[src/core/ccic_pkg.sv]
// Purpose: Shared constants and types for the context-cache invalidate command block
// Assumes: AXI4-Lite with 32-bit data, one aligned word per register half
// Notes: 64-bit registers occupy two words, low word first
package ccic_pkg;

  localparam int ADDR_W = 8;

  // Byte addresses of register words
  localparam logic [7:0] CAP_LO_OFF = 8'h08;
  localparam logic [7:0] CAP_HI_OFF = 8'h0c;
  localparam logic [7:0] ECAP_LO_OFF = 8'h10;
  localparam logic [7:0] ECAP_HI_OFF = 8'h14;
  localparam logic [7:0] CCMD_LO_OFF = 8'h28;
  localparam logic [7:0] CCMD_HI_OFF = 8'h2c;
  localparam logic [7:0] FTA_BASE_OFF = 8'h40;
  localparam logic [7:0] TIC_DELTA_OFF = 8'h08;
  localparam logic [7:0] FTA_LO_OFF = FTA_BASE_OFF;
  localparam logic [7:0] FTA_HI_OFF = FTA_BASE_OFF + 8'h04;
  localparam logic [7:0] TIC_LO_OFF = FTA_BASE_OFF + TIC_DELTA_OFF;
  localparam logic [7:0] TIC_HI_OFF = FTA_BASE_OFF + TIC_DELTA_OFF + 8'h04;

  // Field positions within the high word of the command register
  localparam int REQ_BIT_HI = 31;
  localparam int RG_LSB_HI = 29;
  localparam int PG_LSB_HI = 27;
  localparam int FM_LSB_HI = 0;
  // Field positions within the low word
  localparam int RID_LSB_LO = 16;
  localparam int DTAG_LSB_LO = 0;
  // Capability: write-flush-required at bit 4, domain width code at 3:0
  localparam int WFR_BIT = 4;
  // Extended capability: address-register offset field at bits 17:8, in 16-byte units
  localparam int AOF_LSB = 8;

  // Cycle counts of the invalidation engine
  localparam logic [7:0] WB_FLUSH_CYC = 8'h04;
  localparam logic [7:0] INVAL_CYC = 8'h08;

  localparam logic [1:0] RESP_OKAY = 2'h0;
  localparam logic [1:0] RESP_SLVERR = 2'h2;

  typedef enum logic [1:0] {
    CCIC_G_RSVD = 2'h0,
    CCIC_G_GLOBAL = 2'h1,
    CCIC_G_DOMAIN = 2'h2,
    CCIC_G_DEVICE = 2'h3
  } ccic_gran_t;

  typedef struct packed {
    ccic_gran_t gran;
    logic [15:0] domain_tag;
    logic [15:0] requester_id;
    logic [1:0] function_mask;
  } ccic_req_t;

endpackage

[src/core/ccic_top.sv]
// Purpose: Context-cache invalidate command register with invalidation sequencer
// Assumes: AXI4-Lite slave, single clock, synchronous active-low reset
// Notes: Invalidation engine is modelled by a cycle count and match outputs
// Function
// - Granularity code written with request flag
// - Hardware may invalidate coarser than asked
// - Completion shown by clearing request flag
// - Performed granularity updated at completion
// - Global may answer any request
// - Domain performed only for domain/device
// - Device performed only for device requests
// - Function mask hides low function bits
// - Requester id selects device entry
// - Id and mask read back undefined
// - Tag bits above width N ignored
// - Address and command registers 8 apart
// - Extended capability advertises address offset
// - Top byte write with flag starts
// - Flush write buffer first if required
//
// Chosen here: the placing of the registers and the AXI4-Lite slave port.
`timescale 1ns/100ps
module ccic_top #(
  parameter int DOMAIN_W = 8,
  parameter bit WRITE_FLUSH_REQ = 1'b1,
  parameter bit DEVICE_GRAN_OK = 1'b1,
  parameter bit DOMAIN_GRAN_OK = 1'b1
) (
  input wire logic sys_clk,
  input wire logic rst_n,
  input wire logic [ccic_pkg::ADDR_W-1:0] s_axi_awaddr,
  input wire logic s_axi_awvalid,
  output logic s_axi_awready,
  input wire logic [31:0] s_axi_wdata,
  input wire logic [3:0] s_axi_wstrb,
  input wire logic s_axi_wvalid,
  output logic s_axi_wready,
  output logic [1:0] s_axi_bresp,
  output logic s_axi_bvalid,
  input wire logic s_axi_bready,
  input wire logic [ccic_pkg::ADDR_W-1:0] s_axi_araddr,
  input wire logic s_axi_arvalid,
  output logic s_axi_arready,
  output logic [31:0] s_axi_rdata,
  output logic [1:0] s_axi_rresp,
  output logic s_axi_rvalid,
  input wire logic s_axi_rready,
  output logic wb_flush_req,
  output logic inval_active,
  output ccic_pkg::ccic_req_t inval_cmd,
  output logic [15:0] match_mask
);

  // The width code is a four-bit field, so sixteen cannot be reported
  if (DOMAIN_W < 4 || DOMAIN_W > 15) begin : g_bad_domain_w
    $error("DOMAIN_W must be 4..15");
  end

  typedef enum logic [1:0] {ST_IDLE, ST_FLUSH, ST_INVAL} ccic_state_t;

  // Tag bits above the supported width are neither stored nor returned
  localparam logic [15:0] DTAG_KEEP = 16'((32'h1 << DOMAIN_W) - 1);

  function automatic logic [31:0] strb_merge(input logic [31:0] old, input logic [31:0] nw, input logic [3:0] be);
    logic [31:0] r;
    r = old;
    for (int i = 0; i < 4; i++) begin
      if (be[i]) r[i*8 +: 8] = nw[i*8 +: 8];
    end
    return r;
  endfunction

  // Coarsen a request to what this implementation supports
  function automatic ccic_pkg::ccic_gran_t perf_gran(input ccic_pkg::ccic_gran_t g);
    ccic_pkg::ccic_gran_t r;
    r = ccic_pkg::CCIC_G_GLOBAL;
    if (g == ccic_pkg::CCIC_G_DEVICE && DEVICE_GRAN_OK) r = ccic_pkg::CCIC_G_DEVICE;
    else if ((g == ccic_pkg::CCIC_G_DEVICE || g == ccic_pkg::CCIC_G_DOMAIN) && DOMAIN_GRAN_OK)
      r = ccic_pkg::CCIC_G_DOMAIN;
    return r;
  endfunction

  // Write channel state
  logic aw_held_q, aw_held_d, w_held_q, w_held_d, bvalid_q, bvalid_d;
  logic [7:0] awaddr_q, awaddr_d;
  logic [31:0] wdata_q, wdata_d;
  logic [3:0] wstrb_q, wstrb_d;
  logic [1:0] bresp_q, bresp_d;
  // Read channel state
  logic rvalid_q, rvalid_d;
  logic [31:0] rdata_q, rdata_d;
  logic [1:0] rresp_q, rresp_d;
  // Register state
  logic [15:0] dtag_q, dtag_d;
  logic [15:0] rid_q, rid_d;
  logic [1:0] fmask_q, fmask_d;
  ccic_pkg::ccic_gran_t rgran_q, rgran_d, pgran_q, pgran_d;
  logic req_q, req_d;
  logic [31:0] fta_lo_q, fta_lo_d, fta_hi_q, fta_hi_d, tic_lo_q, tic_lo_d, tic_hi_q, tic_hi_d;
  ccic_state_t st_q, st_d;
  logic [7:0] cnt_q, cnt_d;
  logic wbf_q, wbf_d, act_q, act_d;
  ccic_pkg::ccic_req_t cmd_q, cmd_d;
  logic [15:0] mmask_q, mmask_d;
  // Readies registered so that every port leaves a flip-flop
  logic awrdy_q, awrdy_d, wrdy_q, wrdy_d, arrdy_q, arrdy_d;

  logic wr_fire;
  logic [31:0] lo_merged;
  logic [31:0] cap_lo, ecap_lo;
  logic [31:0] ccmd_hi_rd, ccmd_lo_rd;

  // Response waits for both halves; the next write stalls behind bvalid
  assign wr_fire = aw_held_q && w_held_q && !bvalid_q;
  assign lo_merged = strb_merge({rid_q, dtag_q}, wdata_q, wstrb_q);
  // Capability low word: flush-required flag and domain width code
  assign cap_lo = {27'h0, WRITE_FLUSH_REQ, 4'(DOMAIN_W)};
  assign ecap_lo = {14'h0, 10'(ccic_pkg::FTA_BASE_OFF >> 4), 8'h0};
  assign ccmd_hi_rd = {req_q, rgran_q, pgran_q, 25'h0, 2'h0};
  // Id and mask are write-only; zero is returned for them
  assign ccmd_lo_rd = {16'h0, dtag_q & DTAG_KEEP};

  always_comb begin
    aw_held_d = aw_held_q;
    w_held_d = w_held_q;
    awaddr_d = awaddr_q;
    wdata_d = wdata_q;
    wstrb_d = wstrb_q;
    bvalid_d = bvalid_q;
    bresp_d = bresp_q;
    rvalid_d = rvalid_q;
    rdata_d = rdata_q;
    rresp_d = rresp_q;
    dtag_d = dtag_q;
    rid_d = rid_q;
    fmask_d = fmask_q;
    rgran_d = rgran_q;
    pgran_d = pgran_q;
    req_d = req_q;
    fta_lo_d = fta_lo_q;
    fta_hi_d = fta_hi_q;
    tic_lo_d = tic_lo_q;
    tic_hi_d = tic_hi_q;
    st_d = st_q;
    cnt_d = cnt_q;
    wbf_d = 1'b0;
    act_d = 1'b0;
    cmd_d = cmd_q;
    mmask_d = mmask_q;
    if (s_axi_awvalid && !aw_held_q) begin
      aw_held_d = 1'b1;
      awaddr_d = s_axi_awaddr;
    end
    if (s_axi_wvalid && !w_held_q) begin
      w_held_d = 1'b1;
      wdata_d = s_axi_wdata;
      wstrb_d = s_axi_wstrb;
    end
    if (bvalid_q && s_axi_bready) bvalid_d = 1'b0;
    // Invalidation sequencer
    unique case (st_q)
      ST_IDLE: begin
      end
      ST_FLUSH: begin
        // Buffered writes must drain before any entry is dropped
        wbf_d = 1'b1;
        if (cnt_q == 8'h0) begin
          st_d = ST_INVAL;
          cnt_d = ccic_pkg::INVAL_CYC - 8'h1;
        end else begin
          cnt_d = cnt_q - 8'h1;
        end
      end
      ST_INVAL: begin
        act_d = 1'b1;
        if (cnt_q == 8'h0) begin
          st_d = ST_IDLE;
          act_d = 1'b0;
          req_d = 1'b0;
          pgran_d = cmd_q.gran;
        end else begin
          cnt_d = cnt_q - 8'h1;
        end
      end
    endcase
    if (wr_fire) begin
      aw_held_d = 1'b0;
      w_held_d = 1'b0;
      bvalid_d = 1'b1;
      bresp_d = ccic_pkg::RESP_OKAY;
      unique case (awaddr_q)
        ccic_pkg::CCMD_LO_OFF: begin
          if (!req_q) begin
            dtag_d = lo_merged[15:0] & DTAG_KEEP;
            rid_d = lo_merged[31:16];
          end
        end
        ccic_pkg::CCMD_HI_OFF: begin
          if (!req_q) begin
            if (wstrb_q[0]) fmask_d = wdata_q[1:0];
            if (wstrb_q[3]) begin
              rgran_d = ccic_pkg::ccic_gran_t'(wdata_q[ccic_pkg::RG_LSB_HI +: 2]);
              if (wdata_q[ccic_pkg::REQ_BIT_HI]) begin
                req_d = 1'b1;
                // Operands frozen here; the flag blocks later command writes
                cmd_d.gran = perf_gran(ccic_pkg::ccic_gran_t'(wdata_q[ccic_pkg::RG_LSB_HI +: 2]));
                cmd_d.domain_tag = dtag_q;
                cmd_d.requester_id = rid_q;
                cmd_d.function_mask = wstrb_q[0] ? wdata_q[1:0] : fmask_q;
                // Phantom functions: clear the low id bits that the mask covers
                mmask_d = 16'hffff;
                for (int b = 0; b < 3; b++) begin
                  if (cmd_d.function_mask > 2'(b)) mmask_d[2 - b] = 1'b0;
                end
                if (WRITE_FLUSH_REQ) begin
                  st_d = ST_FLUSH;
                  cnt_d = ccic_pkg::WB_FLUSH_CYC - 8'h1;
                end else begin
                  st_d = ST_INVAL;
                  cnt_d = ccic_pkg::INVAL_CYC - 8'h1;
                end
              end
            end
          end
        end
        // Address and translation command words are storage only
        ccic_pkg::FTA_LO_OFF: fta_lo_d = strb_merge(fta_lo_q, wdata_q, wstrb_q);
        ccic_pkg::FTA_HI_OFF: fta_hi_d = strb_merge(fta_hi_q, wdata_q, wstrb_q);
        ccic_pkg::TIC_LO_OFF: tic_lo_d = strb_merge(tic_lo_q, wdata_q, wstrb_q);
        ccic_pkg::TIC_HI_OFF: tic_hi_d = strb_merge(tic_hi_q, wdata_q, wstrb_q);
        ccic_pkg::CAP_LO_OFF, ccic_pkg::CAP_HI_OFF, ccic_pkg::ECAP_LO_OFF, ccic_pkg::ECAP_HI_OFF: begin
        end
        default: bresp_d = ccic_pkg::RESP_SLVERR;
      endcase
    end
    // Read answered the cycle after the address is taken
    if (rvalid_q && s_axi_rready) rvalid_d = 1'b0;
    if (s_axi_arvalid && !rvalid_q) begin
      rvalid_d = 1'b1;
      rresp_d = ccic_pkg::RESP_OKAY;
      unique case (s_axi_araddr)
        ccic_pkg::CAP_LO_OFF: rdata_d = cap_lo;
        ccic_pkg::CAP_HI_OFF: rdata_d = 32'h0;
        ccic_pkg::ECAP_LO_OFF: rdata_d = ecap_lo;
        ccic_pkg::ECAP_HI_OFF: rdata_d = 32'h0;
        ccic_pkg::CCMD_LO_OFF: rdata_d = ccmd_lo_rd;
        ccic_pkg::CCMD_HI_OFF: rdata_d = ccmd_hi_rd;
        ccic_pkg::FTA_LO_OFF: rdata_d = fta_lo_q;
        ccic_pkg::FTA_HI_OFF: rdata_d = fta_hi_q;
        ccic_pkg::TIC_LO_OFF: rdata_d = tic_lo_q;
        ccic_pkg::TIC_HI_OFF: rdata_d = tic_hi_q;
        default: begin
          rdata_d = 32'h0;
          rresp_d = ccic_pkg::RESP_SLVERR;
        end
      endcase
    end
    awrdy_d = !aw_held_d;
    wrdy_d = !w_held_d;
    arrdy_d = !rvalid_d;
  end

  always_ff @(posedge sys_clk) begin
    if (!rst_n) begin
      aw_held_q <= 1'b0;
      w_held_q <= 1'b0;
      awaddr_q <= 8'h0;
      wdata_q <= 32'h0;
      wstrb_q <= 4'h0;
      bvalid_q <= 1'b0;
      bresp_q <= 2'h0;
      rvalid_q <= 1'b0;
      rdata_q <= 32'h0;
      rresp_q <= 2'h0;
      dtag_q <= 16'h0;
      rid_q <= 16'h0;
      fmask_q <= 2'h0;
      rgran_q <= ccic_pkg::CCIC_G_RSVD;
      pgran_q <= ccic_pkg::CCIC_G_RSVD;
      req_q <= 1'b0;
      fta_lo_q <= 32'h0;
      fta_hi_q <= 32'h0;
      tic_lo_q <= 32'h0;
      tic_hi_q <= 32'h0;
      st_q <= ST_IDLE;
      cnt_q <= 8'h0;
      wbf_q <= 1'b0;
      act_q <= 1'b0;
      cmd_q <= '0;
      mmask_q <= 16'h0;
      awrdy_q <= 1'b1;
      wrdy_q <= 1'b1;
      arrdy_q <= 1'b1;
    end else begin
      aw_held_q <= aw_held_d;
      w_held_q <= w_held_d;
      awaddr_q <= awaddr_d;
      wdata_q <= wdata_d;
      wstrb_q <= wstrb_d;
      bvalid_q <= bvalid_d;
      bresp_q <= bresp_d;
      rvalid_q <= rvalid_d;
      rdata_q <= rdata_d;
      rresp_q <= rresp_d;
      dtag_q <= dtag_d;
      rid_q <= rid_d;
      fmask_q <= fmask_d;
      rgran_q <= rgran_d;
      pgran_q <= pgran_d;
      req_q <= req_d;
      fta_lo_q <= fta_lo_d;
      fta_hi_q <= fta_hi_d;
      tic_lo_q <= tic_lo_d;
      tic_hi_q <= tic_hi_d;
      st_q <= st_d;
      cnt_q <= cnt_d;
      wbf_q <= wbf_d;
      act_q <= act_d;
      cmd_q <= cmd_d;
      mmask_q <= mmask_d;
      awrdy_q <= awrdy_d;
      wrdy_q <= wrdy_d;
      arrdy_q <= arrdy_d;
    end
  end

  // Channel readies taken from registers; holding stage absorbs one item
  assign s_axi_awready = awrdy_q;
  assign s_axi_wready = wrdy_q;
  assign s_axi_bvalid = bvalid_q;
  assign s_axi_bresp = bresp_q;
  assign s_axi_arready = arrdy_q;
  assign s_axi_rvalid = rvalid_q;
  assign s_axi_rdata = rdata_q;
  assign s_axi_rresp = rresp_q;
  assign wb_flush_req = wbf_q;
  assign inval_active = act_q;
  assign inval_cmd = cmd_q;
  assign match_mask = mmask_q;

endmodule

[config.mk]
export PLATFORM = sky130hd
export DESIGN_NAME = ccic_top
export DESIGN_NICKNAME = d
export VERILOG_FILES = /design/src/core/ccic_pkg.sv /design/src/core/ccic_top.sv
export SDC_FILE = /design/constraint.sdc
export NUM_CORES = 1
export LEC_CHECK = 0
export BUFFER_PORTS_ARGS = -buffer_cell sky130_fd_sc_hd__buf_4
export CAP_MARGIN = 20
export CORE_MARGIN = 3
export CORE_UTILIZATION = 50
export DETAILED_ROUTE_END_ITERATION = 8
export PLACE_DENSITY = 0.71
export SETUP_SLACK_MARGIN = 0.05
export SYNTH_ARGS = -nofsm -noshare
export SYNTH_HDL_FRONTEND = slang
export SYNTH_SLANG_ARGS = --single-unit
export TNS_END_PERCENT = 50
[constraint.sdc]
create_clock -name sys_clk -period 3.7 [get_ports sys_clk]
set_input_delay 0.37 -clock sys_clk [delete_from_list [all_inputs] [get_ports sys_clk]]
set_output_delay 0.37 -clock sys_clk [all_outputs]
set_load 0.1 [all_outputs]
==> out/qor.txt <==
Largest net degree at the start of global routing -> 75
Crit path cell chain -> or4b_1, nor4_4, buf_4, nand3_1, nand3_1, o21ai_0
Wire length on met2 -> 13700 µm
Slew at the pin closest to its max-slew limit -> 939 ps
Clk_lat worst skew -> 530 ps
FP Rows -> 54
CP peak stage delay -> 600 ps
Leakage power -> 5.13 nW
Post-Syn Area -> 11500 µm²
Layout cells sized above 1 -> 16.6%
CTS tree -> yes
YS warnings -> 0
Io pins -> 154
Initial antenna violation count -> 0
CTS buffer count -> 29
Post-route DRC -> 0
Port buffer count -> 143
# placed instances -> 1696
Worst hold path type -> input pin to flip-flop
CTS root buf -> clkbuf_16
CP Buf/Inv Count -> 1
Max layer used -> met4
Synthesis-to-layout area growth -> 18.2%
Dpl ws -> 994 ps
RSZ-0062 raised after global routing -> false
Yosys reg bits -> 288
FMAX -> 364 MHz
Die W -> 158 µm
Worst hold margin -> 75.0 ps
Core area -> 22200 µm²
Pwr per Cell Area -> 481 nW/µm²
Final cell count without fillers -> 1749
HPWL Detailed -> 20600 µm
Slew headroom -> 36.5%
Critical Path Source Type -> flip-flop
Ranking of synthesized cells by area -> dfxtp_1 (50%), nand2_1 (9.4%), a21oi_1 (7.5%)
Delay-heaviest family, CP -> simple AND/OR/NAND/NOR gates
Netlist cell types -> 54
Die Span Y -> 158 µm
Vias in the first global route -> 9405
Drt total wl -> 30900 µm
Final ANT Viol Nets -> 0
Die area -> 24800 µm²
Met1 WL -> 13900 µm
CP Capture Type -> flip-flop
Final core occ -> 61.1%
Met3 wire len -> 2540 µm
Drt pass-1 iters -> 5
Final Skew -> 9.93 ps
Mean Syn Cell Area -> 8.45 µm²
WP data required -> 4090 ps
Starting Density -> 51.7%
Gr usage total -> 24.1%
Max FO, Critical Path -> 16
CTS Hold Buffers Added -> 0
Setup TNS -> 0 ps
EDFF count, synth -> 0
Routed WL per cell -> 17.7 µm
Layout Nets -> 1510
Clock buffer depth -> 3
CP max stage cell -> or4b_1
Top cell type's share of synthesized area -> 50.2%
Final worst slack -> 952 ps
Max-cap viol count -> 0
Vias -> 9931
Outcome -> finished, final reports clean
Setup Buffers After CTS -> 0
Crit path arrival time -> 3140 ps
Final Wtd Congestion -> 0.826
# resized after CTS -> 0
Setup-failing EPs final -> 0
Seq/Total Area, Yosys -> 50.2%
Fraction of registers with async set/reset -> 0%
Most used cell, CP -> nand3_1
DR iter-0 viols -> 983
Fin crit share -> 74.3%
Syn Inst Count -> 1360
Reg clk slew, reported paths -> 60 ps
First-pass GRT wire length -> 49000 µm
Global route total overflow -> 0
Antenna diodes -> 0
Sink Count -> 288
Via/cell ratio -> 5.68
Tmin final -> 2750 ps
Synth Flop Type -> dfxtp_1
Final Max Tran Viols -> 0
Synth cell count leaders -> dfxtp_1 (288), nand2_1 (287), a21oi_1 (172)
Largest vdd supply drop -> 0.317 mV
Count leader, synth -> dfxtp_1
Fin. Hold Viols -> 0
Crit Path Class -> flip-flop to flip-flop
H-tree depth -> 1
Dominant cell type by area after synthesis -> dfxtp_1
through the flow:
stage	area [µm²]	power [mW]
3_5_place_dp	12600	3.65
3_3_place_gp	12600	3.65
5_1_grt	13600	6.74
2_1_floorplan	11500	3.52
4_1_cts	13600	6.58
6_report	13600	6.54
cell type report:
| class | count | area (µm²) |
|---|---|---|
| fillers | 1911 | 8650 |
| clock inverters | 14 | 148 |
| clock buffers | 39 | 823 |
| well taps | 280 | 350 |
| flip-flops and latches | 288 | 5770 |
| repair buffers | 170 | 1280 |
| inverters | 15 | 61.3 |
| multi-input cells | 943 | 5160 |
cells in the final DEF, fill, tap and decap left out, types with 5 or more instances in the layout:
cell type	instances
nand3_1	129
mux2_2	8
a221oi_1	8
clkinv_2	10
buf_4	170
clkbuf_8	6
a22o_1	18
mux2i_1	71
nor2b_1	6
a22oi_1	12
inv_1	14
nor3_1	12
o22ai_1	19
and3_1	5
conb_1	10
nor2_1	64
nand2b_1	5
mux4_2	6
o21ai_0	54
clkbuf_16	29
nand2_1	287
a21oi_1	172
dfxtp_1	288
logic make-up (layout without fill, tap and decap cells):
logic type / count (synthesis) / in the layout / share of synthesized area (%)
adders and majority gates: 4 / 4 / 0.436
AOI/OAI and AO/OA: 298 / 298 / 14.6
muxes: 85 / 85 / 8.14
xor gates and xnor gates: 6 / 6 / 0.457
buffers and inverters: 138 / 238 / 5.39
other: 1 / 10 / 0.0326
and+or+nand+nor: 540 / 540 / 20.7
DFF: 288 / 288 / 50.2
tightest hold or removal path, delay by kind of cell:
kind          cells  cell delay, ps
mux               1              50
simple gates      1              70
buf+inv           1              80
metal layers:
| layer | global-route usage, % | up-vias |
|---|---|---|
| li1 | - | 4837 |
| met1 | 34.3 | 4673 |
| met2 | 37.3 | 362 |
| met3 | 4.87 | 59 |
| met4 | 7.52 | 0 |
| met5 | 0 | - |
path summary, 6_finish.rpt:
kind / from / slack [ps] / to / cells past startpoint
worst max-delay path: awaddr_q[4] / 950 / fta_hi_q[23] / 6
worst min-delay path: s_axi_awaddr[0] / 80 / awaddr_q[0] / 3
worst max register to register: awaddr_q[4] / 950 / fta_hi_q[23] / 6
worst min register to register: s_axi_rdata[31] / 450 / s_axi_rdata[31] / 2
state kept, by name, indices dropped and copies added, names as in the netlist, 4 cells and up:
| signal | flops |
|---|---|
| fta_hi_q | 32 |
| fta_lo_q | 32 |
| s_axi_rdata | 32 |
| tic_hi_q | 32 |
| tic_lo_q | 32 |
| wdata_q | 32 |
| inval_cmd | 28 |
| rid_q | 16 |
| awaddr_q | 8 |
| cnt_q | 8 |
| dtag_q | 8 |
| match_mask | 4 |
| wstrb_q | 4 |
report_power, final:
group,internal (mW),total [mW],switching [mW]
clock network,1.76,2.95,1.19
registers,3.14,3.19,0.0551
logic,0.112,0.391,0.279
No activity file was read; power rests on OpenSTA's default activity.
